**config.mk**
```make
export PLATFORM = sky130hd
export DESIGN_NAME = bsm_top
export DESIGN_NICKNAME = d
export VERILOG_FILES = /design/src/bsm_pkg.sv /design/src/bsm_top.sv
export SDC_FILE = /design/constraint.sdc
export NUM_CORES = 1
export LEC_CHECK = 0
export BUFFER_PORTS_ARGS = -buffer_cell sky130_fd_sc_hd__buf_4
export CORE_UTILIZATION = 40
export CTS_CLUSTER_DIAMETER = 150
export DETAILED_ROUTE_END_ITERATION = 10
export PLACE_DENSITY_LB_ADDON = 0.05
export SYNTH_ARGS = -nofsm -noshare
export SYNTH_HDL_FRONTEND = slang
export SYNTH_SLANG_ARGS = --single-unit
```
**constraint.sdc**
```tcl
create_clock -name clk -period 5.75 [get_ports clk]
set_clock_uncertainty 0.05 [all_clocks]
set_input_delay 0.8625 -clock clk [delete_from_list [all_inputs] [get_ports clk]]
set_output_delay 0.8625 -clock clk [all_outputs]
set_load 0.02 [all_outputs]
```
**src/bsm_pkg.sv**
```systemverilog
// constants, types and reset values of the buck system manager
// assumes one 125 MHz clock and a decoded serial-port register request
package bsm_pkg;
   localparam int CLK_MHZ = 125;
   localparam int BIAS_SETTLE_US = 50;
   localparam int BIAS_CYC = BIAS_SETTLE_US * CLK_MHZ;
   localparam int TICK_MS = 1;
   localparam int TICK_CYC = TICK_MS * 1000 * CLK_MHZ;
   localparam int DLY_STEP_MS = 2;
   localparam logic [5:0] SEQ_END_MS = 6'h3E;
   localparam int NUM_MASTERS = 4;

   localparam logic [7:0] ADDR_RESET = 8'h00;
   localparam logic [7:0] ADDR_INT_SRC = 8'h01;
   localparam logic [7:0] ADDR_INT_TOP = 8'h02;
   localparam logic [7:0] ADDR_INT_MASK = 8'h03;
   localparam logic [7:0] ADDR_STATUS = 8'h04;
   localparam logic [7:0] ADDR_MASTER_EN = 8'h05;
   localparam logic [7:0] ADDR_GPI_CFG = 8'h06;
   localparam logic [7:0] ADDR_PHASE = 8'h07;
   localparam logic [7:0] ADDR_VOUT0 = 8'h10;
   localparam logic [7:0] ADDR_STUP0 = 8'h14;
   localparam logic [7:0] ADDR_SHDN0 = 8'h18;

   localparam int RST_SW_BIT = 0;
   localparam int RST_WDT_LSB = 4;
   localparam int GPI_GLB_BIT = 0;
   localparam int GPI_MAP_LSB = 4;

   localparam logic [3:0] EN_RST = 4'h0;
   localparam logic [3:0] MASK_RST = 4'hF;
   localparam logic [2:0] WATCHDOG_DEBOUNCE_SEL_RST = 3'h0;
   localparam logic [7:0] GPI_CFG_RST = 8'h00;
   localparam logic [7:0] VOUT_RST = 8'h78;
   localparam logic [19:0] STUP_RST = {5'h03, 5'h02, 5'h01, 5'h00};
   localparam logic [19:0] SHDN_RST = {5'h00, 5'h01, 5'h02, 5'h03};
   // watchdog debounce in ms, selected by a three-bit code
   localparam logic [63:0] WATCHDOG_DEBOUNCE_SEL_MS =
      {8'h80, 8'h40, 8'h20, 8'h10, 8'h08, 8'h04, 8'h02, 8'h01};

   typedef enum logic [2:0] {
      PH_4 = 3'b000,
      PH_31 = 3'b001,
      PH_22 = 3'b010,
      PH_211 = 3'b011,
      PH_1111 = 3'b100
   } bsm_phase_t;

   typedef enum logic [1:0] {
      SEQ_IDLE = 2'b00,
      SEQ_UP = 2'b01,
      SEQ_DOWN = 2'b10
   } bsm_seq_t;

   typedef struct packed {
      logic uvlo_ok;
      logic io_ok;
      logic tshdn_trip;
      logic tshdn_cool;
      logic twarn_lo;
      logic twarn_hi;
   } bsm_fault_t;

   typedef struct packed {
      logic chip_enable;
      logic en_pin;
      logic general_input_a;
      logic general_input_b;
      logic host_watchdog_reset_n;
      logic [2:0] phase_sel;
      bsm_fault_t fault;
   } bsm_pins_t;

   typedef struct packed {
      logic wr;
      logic rd;
      logic [7:0] addr;
      logic [7:0] wdata;
   } bsm_reg_req_t;
endpackage : bsm_pkg

```
**src/bsm_top.sv**
```systemverilog
// system manager of a multi-phase buck: faults, resets, enables, sequence,
// interrupts. assumes pins arrive asynchronously and register requests
// come as one-cycle strobes from the serial-port framer on clk.
`timescale 1ns/1ps

// How it works
// RULE_01 - phase select pins captured once after supply reset, then held
// RULE_02 - supply undervoltage forces shutdown until the supply indication recovers
// RULE_03 - host keeps programmed falling threshold below the rising one
// RULE_04 - io supply loss forces immediate shutdown until it returns
// RULE_05 - over-temperature soft-stops outputs, resets off-class, recovers on cool flag
// RULE_06 - two thermal warning inputs raise interrupt events
// RULE_07 - supply reset restores supply-class registers; shutdown until chip enable
// RULE_08 - every shutdown event resets off-class registers
// RULE_09 - soft reset bit resets off-class registers and self-clears
// RULE_10 - watchdog low beyond debounce resets output voltage settings
// RULE_11 - host drives watchdog input low about 100 ms on failure; the bench holds it low 40 cycles, 4 scaled ms
// RULE_12 - chip enable starts bias; masters held off until bias settles
// RULE_13 - chip enable low turns masters off and resets off-class registers
// RULE_14 - master on is OR of register, global and input enables
// RULE_15 - global enable edges start sequences with 32-step programmable delays
// RULE_16 - master one starts at once; shutdown delays from own registers
// RULE_17 - masters already held by own enables ignore the global sequence
// RULE_18 - interrupt pin low while unmasked bit set; source cleared on group read
// RULE_19 - interrupt bits set on condition rising edges only
// RULE_20 - bits clear on read; new event during read keeps pin low
// RULE_21 - mask blocks bit; unmasking active event captures it; masks default one
// RULE_22 - status bits show live conditions, never touch interrupt bits
// RULE_23 - interrupt pin not driven while chip enable is low
// RULE_24 - global enable is enable pin OR global function input
// RULE_25 - pins synchronised first; watchdog debounce restarts when input high
// RULE_26 - sequence delays count a millisecond tick, two ms per code
module bsm_top import bsm_pkg::*; #(
   parameter int BIAS_CYCLES = BIAS_CYC,
   parameter int TICK_CYCLES = TICK_CYC,
   parameter logic [7:0] VOUT_DEFAULT = VOUT_RST
) (
   input wire logic clk,
   input wire logic sys_rst,
   input wire logic clk_en,
   input wire logic chip_enable,
   input wire logic en_pin,
   input wire logic general_input_a,
   input wire logic general_input_b,
   input wire logic host_watchdog_reset_n,
   input wire logic phase_select_bit0,
   input wire logic phase_select_bit1,
   input wire logic phase_select_bit2,
   input wire bsm_fault_t fault_in,
   input wire bsm_reg_req_t reg_req,
   output logic [7:0] reg_rdata,
   output logic reg_rvalid,
   output logic [3:0] master_on,
   output bsm_phase_t phase_cfg,
   output logic [3:0] master_present,
   output logic [31:0] vout_setting,
   output logic soft_stop,
   output logic bias_ok,
   output logic shutdown,
   output logic irq_n_o,
   output logic irq_n_oe
);
   localparam int PW = $bits(bsm_pins_t);
   localparam int BW = $clog2(BIAS_CYCLES + 1);
   localparam int TW = $clog2(TICK_CYCLES + 1);

   logic [PW-1:0] meta_r, sync_r;
   bsm_pins_t pins;
   logic [1:0] ph_wait_r;
   logic ph_taken_r, hot_r, soft_reset_bit_r, bias_ok_r, shut_r, glb_d_r, tick;
   logic wdt_fired_r, wdt_fire_r, int_src_r, irq_oe_r, reg_rvalid_r;
   bsm_phase_t phase_r;
   bsm_seq_t seq_r;
   logic [3:0] present_r, en_r, mask_r, mask_d_r, cond_d_r, int_r;
   logic [3:0] glb_on_r, excl_r, master_on_r, own_en, m_in_en, cond;
   logic [3:0] int_set, int_nxt;
   logic [BW-1:0] bias_cnt_r;
   logic [TW-1:0] pre_r;
   logic [5:0] seq_ms_r;
   logic [7:0] wdt_ms_r, deb_ms, rd_mux, reg_rdata_r;
   logic [2:0] watchdog_debounce_sel_r;
   logic [7:0] gpi_cfg_r;
   logic [7:0] vout_r [NUM_MASTERS];
   logic [4:0] stup_r [NUM_MASTERS];
   logic [4:0] shdn_r [NUM_MASTERS];
   logic supplies_ok, shut_now, off_class, glb, glb_fn, seq_up, seq_down;
   logic int_rd;

   // two flops on every asynchronous pin; only sync_r is read
   always_ff @(posedge clk) begin
      if (sys_rst) begin
         meta_r <= '0;
         sync_r <= '0;
      end else if (clk_en) begin
         meta_r <= {chip_enable, en_pin, general_input_a, general_input_b,
                    host_watchdog_reset_n, phase_select_bit2,
                    phase_select_bit1, phase_select_bit0, fault_in}; // RULE_25
         sync_r <= meta_r;
      end
   end
   assign pins = bsm_pins_t'(sync_r);

   // wait until the synchroniser holds real pin values before capturing
   always_ff @(posedge clk) begin
      if (sys_rst) begin
         ph_wait_r <= 2'h0;
         ph_taken_r <= 1'b0;
         phase_r <= PH_4;
         present_r <= 4'h1;
      end else if (clk_en && !ph_taken_r) begin
         if (ph_wait_r != 2'h2) begin
            ph_wait_r <= ph_wait_r + 2'h1;
         end else begin
            ph_taken_r <= 1'b1; // RULE_01
            phase_r <= pins.phase_sel[2] ? PH_1111 :
                       bsm_phase_t'(pins.phase_sel);
            case (pins.phase_sel[2] ? 3'b100 : pins.phase_sel)
               3'b000: present_r <= 4'h1;
               3'b001: present_r <= 4'h9;
               3'b010: present_r <= 4'h5;
               3'b011: present_r <= 4'hD;
               default: present_r <= 4'hF;
            endcase
         end
      end
   end

   assign supplies_ok = pins.fault.uvlo_ok & pins.fault.io_ok; // RULE_02 RULE_04
   assign shut_now = !pins.chip_enable | !supplies_ok | hot_r; // RULE_13
   assign off_class = shut_now | soft_reset_bit_r; // RULE_08 RULE_09

   always_ff @(posedge clk) begin
      if (sys_rst) begin
         hot_r <= 1'b0;
         shut_r <= 1'b1;
      end else if (clk_en) begin
         shut_r <= shut_now;
         if (pins.fault.tshdn_trip) begin
            hot_r <= 1'b1; // RULE_05
         end else if (pins.fault.tshdn_cool) begin
            hot_r <= 1'b0;
         end
      end
   end

   // bias settles a fixed time after chip enable with good supplies
   always_ff @(posedge clk) begin
      if (sys_rst) begin
         bias_cnt_r <= '0;
         bias_ok_r <= 1'b0;
      end else if (clk_en) begin
         if (!pins.chip_enable || !supplies_ok) begin
            bias_cnt_r <= '0;
            bias_ok_r <= 1'b0;
         end else if (bias_cnt_r == BW'(BIAS_CYCLES - 1)) begin
            bias_ok_r <= 1'b1; // RULE_12
         end else begin
            bias_cnt_r <= bias_cnt_r + BW'(1);
         end
      end
   end

   assign tick = (pre_r == TW'(TICK_CYCLES - 1));
   assign glb_fn = pins.general_input_a & gpi_cfg_r[GPI_GLB_BIT];
   assign glb = pins.en_pin | glb_fn; // RULE_24
   assign m_in_en = {4{pins.general_input_b}} & gpi_cfg_r[GPI_MAP_LSB +: 4];
   assign own_en = en_r | m_in_en;
   assign seq_up = glb & !glb_d_r;
   assign seq_down = !glb & glb_d_r;

   // prescaler restarts with each sequence so the first step is a full ms
   always_ff @(posedge clk) begin
      if (sys_rst) begin
         pre_r <= '0;
      end else if (clk_en) begin
         pre_r <= (tick || seq_up || seq_down) ? '0 : pre_r + TW'(1); // RULE_26
      end
   end

   always_ff @(posedge clk) begin
      if (sys_rst) begin
         seq_r <= SEQ_IDLE;
         seq_ms_r <= 6'h00;
         glb_on_r <= 4'h0;
         excl_r <= 4'h0;
         glb_d_r <= 1'b0;
      end else if (clk_en) begin
         glb_d_r <= off_class ? 1'b0 : glb;
         if (off_class) begin
            seq_r <= SEQ_IDLE;
            seq_ms_r <= 6'h00;
            glb_on_r <= 4'h0;
            excl_r <= 4'h0;
         end else if (seq_up) begin
            seq_r <= SEQ_UP; // RULE_15
            seq_ms_r <= 6'h00;
            excl_r <= own_en; // RULE_17
            glb_on_r[0] <= glb_on_r[0] | !own_en[0]; // RULE_16
         end else if (seq_down) begin
            seq_r <= SEQ_DOWN;
            seq_ms_r <= 6'h00;
            excl_r <= own_en;
         end else if (seq_r != SEQ_IDLE) begin
            if (tick) begin
               seq_ms_r <= seq_ms_r + 6'h01;
            end
            if (seq_ms_r == SEQ_END_MS) begin
               seq_r <= SEQ_IDLE;
            end
            for (int m = 1; m < NUM_MASTERS; m++) begin
               if (seq_r == SEQ_UP && !excl_r[m] &&
                   seq_ms_r >= 6'(stup_r[m] * DLY_STEP_MS)) begin
                  glb_on_r[m] <= 1'b1; // RULE_16
               end
            end
            for (int m = 0; m < NUM_MASTERS; m++) begin
               if (seq_r == SEQ_DOWN && !excl_r[m] &&
                   seq_ms_r >= 6'(shdn_r[m] * DLY_STEP_MS)) begin
                  glb_on_r[m] <= 1'b0; // RULE_16
               end
            end
         end
      end
   end

   // enabling before bias is ready only postpones the start
   always_ff @(posedge clk) begin
      if (sys_rst) begin
         master_on_r <= 4'h0;
      end else if (clk_en) begin
         master_on_r <= off_class ? 4'h0 :
            present_r & {4{bias_ok_r}} & (own_en | glb_on_r); // RULE_14
      end
   end

   // debounce restarts whenever the watchdog input goes back high
   assign deb_ms = WATCHDOG_DEBOUNCE_SEL_MS[{watchdog_debounce_sel_r, 3'b000} +: 8];
   always_ff @(posedge clk) begin
      if (sys_rst) begin
         wdt_ms_r <= 8'h00;
         wdt_fired_r <= 1'b0;
         wdt_fire_r <= 1'b0;
      end else if (clk_en) begin
         wdt_fire_r <= 1'b0;
         if (pins.host_watchdog_reset_n) begin
            wdt_ms_r <= 8'h00; // RULE_25
            wdt_fired_r <= 1'b0;
         end else if (tick && !wdt_fired_r) begin
            if (wdt_ms_r == deb_ms) begin
               wdt_fired_r <= 1'b1;
               wdt_fire_r <= 1'b1; // RULE_10
            end else begin
               wdt_ms_r <= wdt_ms_r + 8'h01;
            end
         end
      end
   end

   for (genvar g = 0; g < NUM_MASTERS; g++) begin : g_master
      always_ff @(posedge clk) begin
         if (sys_rst) begin
            vout_r[g] <= VOUT_DEFAULT; // RULE_07
            stup_r[g] <= STUP_RST[5*g +: 5];
            shdn_r[g] <= SHDN_RST[5*g +: 5];
         end else if (clk_en) begin
            if (off_class) begin
               vout_r[g] <= VOUT_DEFAULT; // RULE_08
               stup_r[g] <= STUP_RST[5*g +: 5];
               shdn_r[g] <= SHDN_RST[5*g +: 5];
            end else begin
               if (wdt_fire_r) begin
                  vout_r[g] <= VOUT_DEFAULT; // RULE_10
               end else if (reg_req.wr && reg_req.addr == ADDR_VOUT0 + 8'(g)) begin
                  vout_r[g] <= reg_req.wdata;
               end
               if (reg_req.wr && reg_req.addr == ADDR_STUP0 + 8'(g)) begin
                  stup_r[g] <= reg_req.wdata[4:0];
               end
               if (reg_req.wr && reg_req.addr == ADDR_SHDN0 + 8'(g)) begin
                  shdn_r[g] <= reg_req.wdata[4:0];
               end
            end
         end
      end
   end

   always_ff @(posedge clk) begin
      if (sys_rst) begin
         en_r <= EN_RST;
         mask_r <= MASK_RST;
         soft_reset_bit_r <= 1'b0;
         watchdog_debounce_sel_r <= WATCHDOG_DEBOUNCE_SEL_RST;
         gpi_cfg_r <= GPI_CFG_RST;
      end else if (clk_en) begin
         soft_reset_bit_r <= !soft_reset_bit_r && reg_req.wr && reg_req.addr == ADDR_RESET &&
                     reg_req.wdata[RST_SW_BIT]; // RULE_09
         if (reg_req.wr && reg_req.addr == ADDR_RESET) begin
            watchdog_debounce_sel_r <= reg_req.wdata[RST_WDT_LSB +: 3];
         end
         if (reg_req.wr && reg_req.addr == ADDR_GPI_CFG) begin
            gpi_cfg_r <= reg_req.wdata;
         end
         if (off_class) begin
            en_r <= EN_RST;
            mask_r <= MASK_RST; // RULE_21
         end else begin
            if (reg_req.wr && reg_req.addr == ADDR_MASTER_EN) begin
               en_r <= reg_req.wdata[3:0];
            end
            if (reg_req.wr && reg_req.addr == ADDR_INT_MASK) begin
               mask_r <= reg_req.wdata[3:0];
            end
         end
      end
   end

   // set beats a same-cycle clear-on-read so no event is lost
   assign cond = {bias_ok_r, hot_r, pins.fault.twarn_hi, pins.fault.twarn_lo}; // RULE_06
   assign int_set = ((cond & ~cond_d_r) | (mask_d_r & ~mask_r & cond))
                    & ~mask_r; // RULE_19 RULE_21
   assign int_rd = reg_req.rd && reg_req.addr == ADDR_INT_TOP;
   assign int_nxt = (int_r & ~{4{int_rd}}) | int_set; // RULE_20

   always_ff @(posedge clk) begin
      if (sys_rst) begin
         cond_d_r <= 4'h0;
         mask_d_r <= MASK_RST;
         int_r <= 4'h0;
         int_src_r <= 1'b0;
         irq_oe_r <= 1'b0;
      end else if (clk_en) begin
         cond_d_r <= cond;
         mask_d_r <= mask_r;
         int_r <= int_nxt;
         int_src_r <= (|int_set) | (int_src_r & !int_rd); // RULE_18
         irq_oe_r <= pins.chip_enable & (|(int_nxt & ~mask_r)); // RULE_23
      end
   end

   always_comb begin
      rd_mux = 8'h00;
      case (reg_req.addr)
         ADDR_RESET: rd_mux = {1'b0, watchdog_debounce_sel_r, 3'b000, soft_reset_bit_r};
         ADDR_INT_SRC: rd_mux = {7'h00, int_src_r};
         ADDR_INT_TOP: rd_mux = {4'h0, int_r};
         ADDR_INT_MASK: rd_mux = {4'h0, mask_r};
         ADDR_STATUS: rd_mux = {2'b00, pins.fault.uvlo_ok, pins.fault.io_ok,
                                bias_ok_r, hot_r, pins.fault.twarn_hi,
                                pins.fault.twarn_lo}; // RULE_22
         ADDR_MASTER_EN: rd_mux = {4'h0, en_r};
         ADDR_GPI_CFG: rd_mux = gpi_cfg_r;
         ADDR_PHASE: rd_mux = {5'h00, phase_r};
         default: begin
            if (reg_req.addr[7:2] == ADDR_VOUT0[7:2]) begin
               rd_mux = vout_r[reg_req.addr[1:0]];
            end else if (reg_req.addr[7:2] == ADDR_STUP0[7:2]) begin
               rd_mux = {3'b000, stup_r[reg_req.addr[1:0]]};
            end else if (reg_req.addr[7:2] == ADDR_SHDN0[7:2]) begin
               rd_mux = {3'b000, shdn_r[reg_req.addr[1:0]]};
            end
         end
      endcase
   end

   always_ff @(posedge clk) begin
      if (sys_rst) begin
         reg_rdata_r <= 8'h00;
         reg_rvalid_r <= 1'b0;
      end else if (clk_en) begin
         reg_rvalid_r <= reg_req.rd;
         if (reg_req.rd) begin
            reg_rdata_r <= rd_mux;
         end
      end
   end

   assign reg_rdata = reg_rdata_r;
   assign reg_rvalid = reg_rvalid_r;
   assign master_on = master_on_r;
   assign phase_cfg = phase_r;
   assign master_present = present_r;
   assign vout_setting = {vout_r[3], vout_r[2], vout_r[1], vout_r[0]};
   assign soft_stop = hot_r;
   assign bias_ok = bias_ok_r;
   assign shutdown = shut_r;
   assign irq_n_o = 1'b0;
   assign irq_n_oe = irq_oe_r;
endmodule : bsm_top

```
==> results.json <==
{
  "status": "complete, but fails checks",
  "violations": "DRC",
  "route.detailed.drc": 4,
  "setup_viol": 0,
  "hold_start": "cond_d_r[3]$_SDFFE_PP0P_",
  "cts_resized": 0,
  "worstPathRequired_ns": 5.85,
  "leakage_nw": 4.925,
  "die_h_microns": 165.9,
  "viasPerCell": 5.392,
  "nFillCells": 2491,
  "cp_slowest_stage_delay_ns": 1.00,
  "tns_ns": 0,
  "io_pins": 92,
  "synth_area_leaders": "dfxtp_1, edfxtp_1, ha_1",
  "crit_path_cell_trace": "nand3_1 -> or3_1 -> nor3_2 -> nand3b_1 -> o21ai_0",
  "start_util": 0.4101,
  "ys_seq_elements": 216,
  "worst_slew_pin_slew_ns": 1.080,
  "yosysTopAreaCellShare": 0.2683,
  "grt_pass1_vias": 7863,
  "seq_area_frac_synth": 0.4694,
  "die-width_microns": 165.9,
  "cts.sinks": 216,
  "cts_tree": "built",
  "post_cts_buffers": 0,
  "post_drt_wl_per_cell_microns": 19.15,
  "cts_buffers": 25,
  "place.gp.congestion": 0.8009,
  "hold_path_class": "reg -> reg",
  "cts_buffer_depth": 3,
  "clock_latency_ns": 0.53,
  "holdPathEnd": "cond_d_r[3]$_SDFFE_PP0P_",
  "maxCapViolations": 0,
  "syn2layout_area_growth_pct": 16.08,
  "timing.critical_path.buf_inv": 0,
  "synth_top_area_cell": "dfxtp_1",
  "synth.net_count": 1179,
  "first_pass_iters": 8,
  "rsz0062_at_grt": "no",
  "syn_area_sq_um": 10750,
  "startpoint_type": "flip-flop",
  "htree_levels": 1,
  "fin_nets": 1238,
  "power_density_nw_per_um2": 281.4,
  "vias": 8152,
  "dieArea_sq_um": 27530,
  "final-hold-violation-count": 0,
  "rows": 59,
  "routed_wl_microns": 28950,
  "crit_family": "simple AND/OR/NAND/NOR gates",
  "fin_crit_sh": 0.6006,
  "drt_iter0_drc": 552,
  "period_needed_ns": 3.454,
  "synth_edf_count": 72,
  "synthCells": 1099,
  "crit_type": "reg -> reg",
  "post_route_cells_drive_above_1_share": 0.1402,
  "peakVddDrop_v": 0.0002763,
  "hold_slack_ns": 0.4125,
  "rr_worst_depth": 5,
  "clk_pin_slew_worst_paths_ns": 0.06,
  "antenna_found_initial": 1,
  "timing.rr.end": "vout_r[3][2]$_SDFFCE_PN0P_",
  "endpoint_kind": "flip-flop",
  "yosysUniqueCellTypes": 70,
  "root_buffer": "clkbuf_16",
  "worstReg2RegStart": "pins[4]$_SDFFE_PP0P_",
  "synth_top_flop_cell": "dfxtp_1",
  "diodes": 0,
  "syn_avg_cell_area_sq_um": 9.778,
  "arrival_ns": 3.55,
  "synthArstFlopShare": 0,
  "fmax_mhz": 289.6,
  "whs_path_depth": 2,
  "hpwlAfterDp_microns": 20510,
  "antenna_left": 0,
  "cp_max_fo": 17,
  "ys_warn_count": 0,
  "grt_pass1_wl_microns": 45770,
  "grt_overflow": 0,
  "grt_max_degree": 56,
  "regToRegSetupSlack_ns": 2.30,
  "holdBufCountCts": 0,
  "slew_violations": 0,
  "grtUsageTotal": 0.2116,
  "core_sq_um": 26210,
  "slowest_stage": "o21ai_0",
  "relSlewSlack": 0.2722,
  "port_buffers": 89
}
==> report_power, final <==
group	internal [mW]	switching (mW)	total, mW	leakage (nW)
combinational	0.0873	0.146	0.233	2.62
sequential	1.61	0.0254	1.64	1.88
clock	1.00	0.637	1.64	0.428
total	2.70	0.809	3.51	4.92
==> worst max-delay path by stage <==
stage                          from                    endpoint  slack, ns  cells after the start
3_3_place_gp                 clk_en  vout_r[3][0]$_SDFFCE_PN0P_       2.17                      5
4_1_cts        pins[4]$_SDFFE_PP0P_  vout_r[2][6]$_SDFFCE_PN1P_       2.27                      5
5_1_grt        pins[5]$_SDFFE_PP0P_  vout_r[3][2]$_SDFFCE_PN0P_       2.04                      5
3_5_place_dp            reg_req[13]  vout_r[2][0]$_SDFFCE_PN0P_       2.02                      6
6_report       pins[4]$_SDFFE_PP0P_  vout_r[3][2]$_SDFFCE_PN0P_       2.30                      5
2_1_floorplan           reg_req[13]  vout_r[1][0]$_SDFFCE_PN0P_       2.79                      6
==> through the flow <==
| stage | std cells | setup WS (ns) | util | power, mW | instance area [sq um] |
|---|---|---|---|---|---|
| 5_1_grt | 1512 | 2.038 | 0.4760 | 3.643 | 12470 |
| 3_5_place_dp | 1466 | 2.024 | 0.4435 | 1.903 | 11620 |
| 6_report | 1512 | 2.296 | 0.4760 | 3.510 | 12470 |
| 2_1_floorplan | 1099 | 2.794 | - | 1.811 | 10750 |
| 4_1_cts | 1512 | 2.270 | 0.4760 | 3.553 | 12470 |
| 3_3_place_gp | 1466 | 2.174 | 0.4435 | 1.902 | 11620 |
==> cells in the final DEF (no fill, tap or decap), types with 6 or more instances in the layout <==
master,count
ha_1,45
nor3_1,34
nand4_1,13
inv_1,56
a21o_1,16
mux2i_1,54
or3_1,26
edfxtp_1,72
xor2_1,17
o22ai_1,11
clkinv_2,6
xnor2_1,13
mux4_2,19
buf_4,94
a21oi_1,47
and2_1,38
nor2b_1,12
nand3_1,23
dfxtp_1,144
and3_1,28
clkbuf_16,26
nor3b_1,11
nor2_1,147
a22oi_1,12
nand2_1,51
o21ai_0,33
nand2b_1,28
==> cell type report <==
type,instances,area (sq um),share of cell area
Timing Repair Buffer,94,705.7,0.05657
Inverter,57,214.0,0.01715
Clock buffer,34,715.7,0.05737
Clock inverter,12,136.4,0.01093
Tap cell,335,419.2,0.03360
Sequential cell,216,5045,0.4044
Multi-Input combinational cell,764,5239,0.4200
==> tightest hold or removal path: stages, from the launching register on <==
cell     delay, ns
dfxtp_1       0.30
nand2_1       0.06
a21oi_1       0.05
==> logic make-up after synthesis <==
group	count (synthesis)	share of synthesized area
buffers and inverters	119	0.04308
XOR/XNOR	30	0.02445
flip-flops	216	0.4694
multiplexers	75	0.09221
AND/OR/NAND/NOR	438	0.2100
other	2	0.0006988
adder cells (fa/ha/maj)	46	0.05332
AO/OA/AOI/OAI	173	0.1068
==> metal layers <==
metal | track usage | part of all wire
met4 | 0.05892 | 0.022
met3 | 0.02622 | 0.044
met2 | 0.3365 | 0.45
met5 | 0 | 0
met1 | 0.3021 | 0.48
==> sequential cells by signal, indices dropped and copies added, names as in the netlist, 13 cells and up <==
register	cells
shdn_r	20
stup_r	20
vout_r	32
pre_r	17
pins	14
bias_cnt_r	13
meta_r	14
==> cells in the mapped netlist (3+ instances only) <==
cell type	instances
a211o_1	5
a211oi_1	4
a21o_1	16
a21oi_1	47
a221oi_1	5
a22oi_1	12
a31oi_1	5
a32o_1	3
a32oi_1	3
and2_1	38
and3_1	28
buf_2	7
clkbuf_1	51
dfxtp_1	144
edfxtp_1	72
ha_1	45
inv_1	56
mux2i_1	54
mux4_2	19
nand2_1	51
nand2b_1	28
nand3_1	23
nand3b_1	4
nand4_1	13
nand4b_1	3
nor2_1	147
nor2b_1	12
nor3_1	34
nor3b_1	11
nor4_1	4
nor4b_1	3
o2111ai_1	4
o21ai_0	33
o22ai_1	11
o311a_1	3
o41ai_1	3
or3_1	26
or4_1	3
xnor2_1	13
xor2_1	17
(Power assumes the default switching activity.)
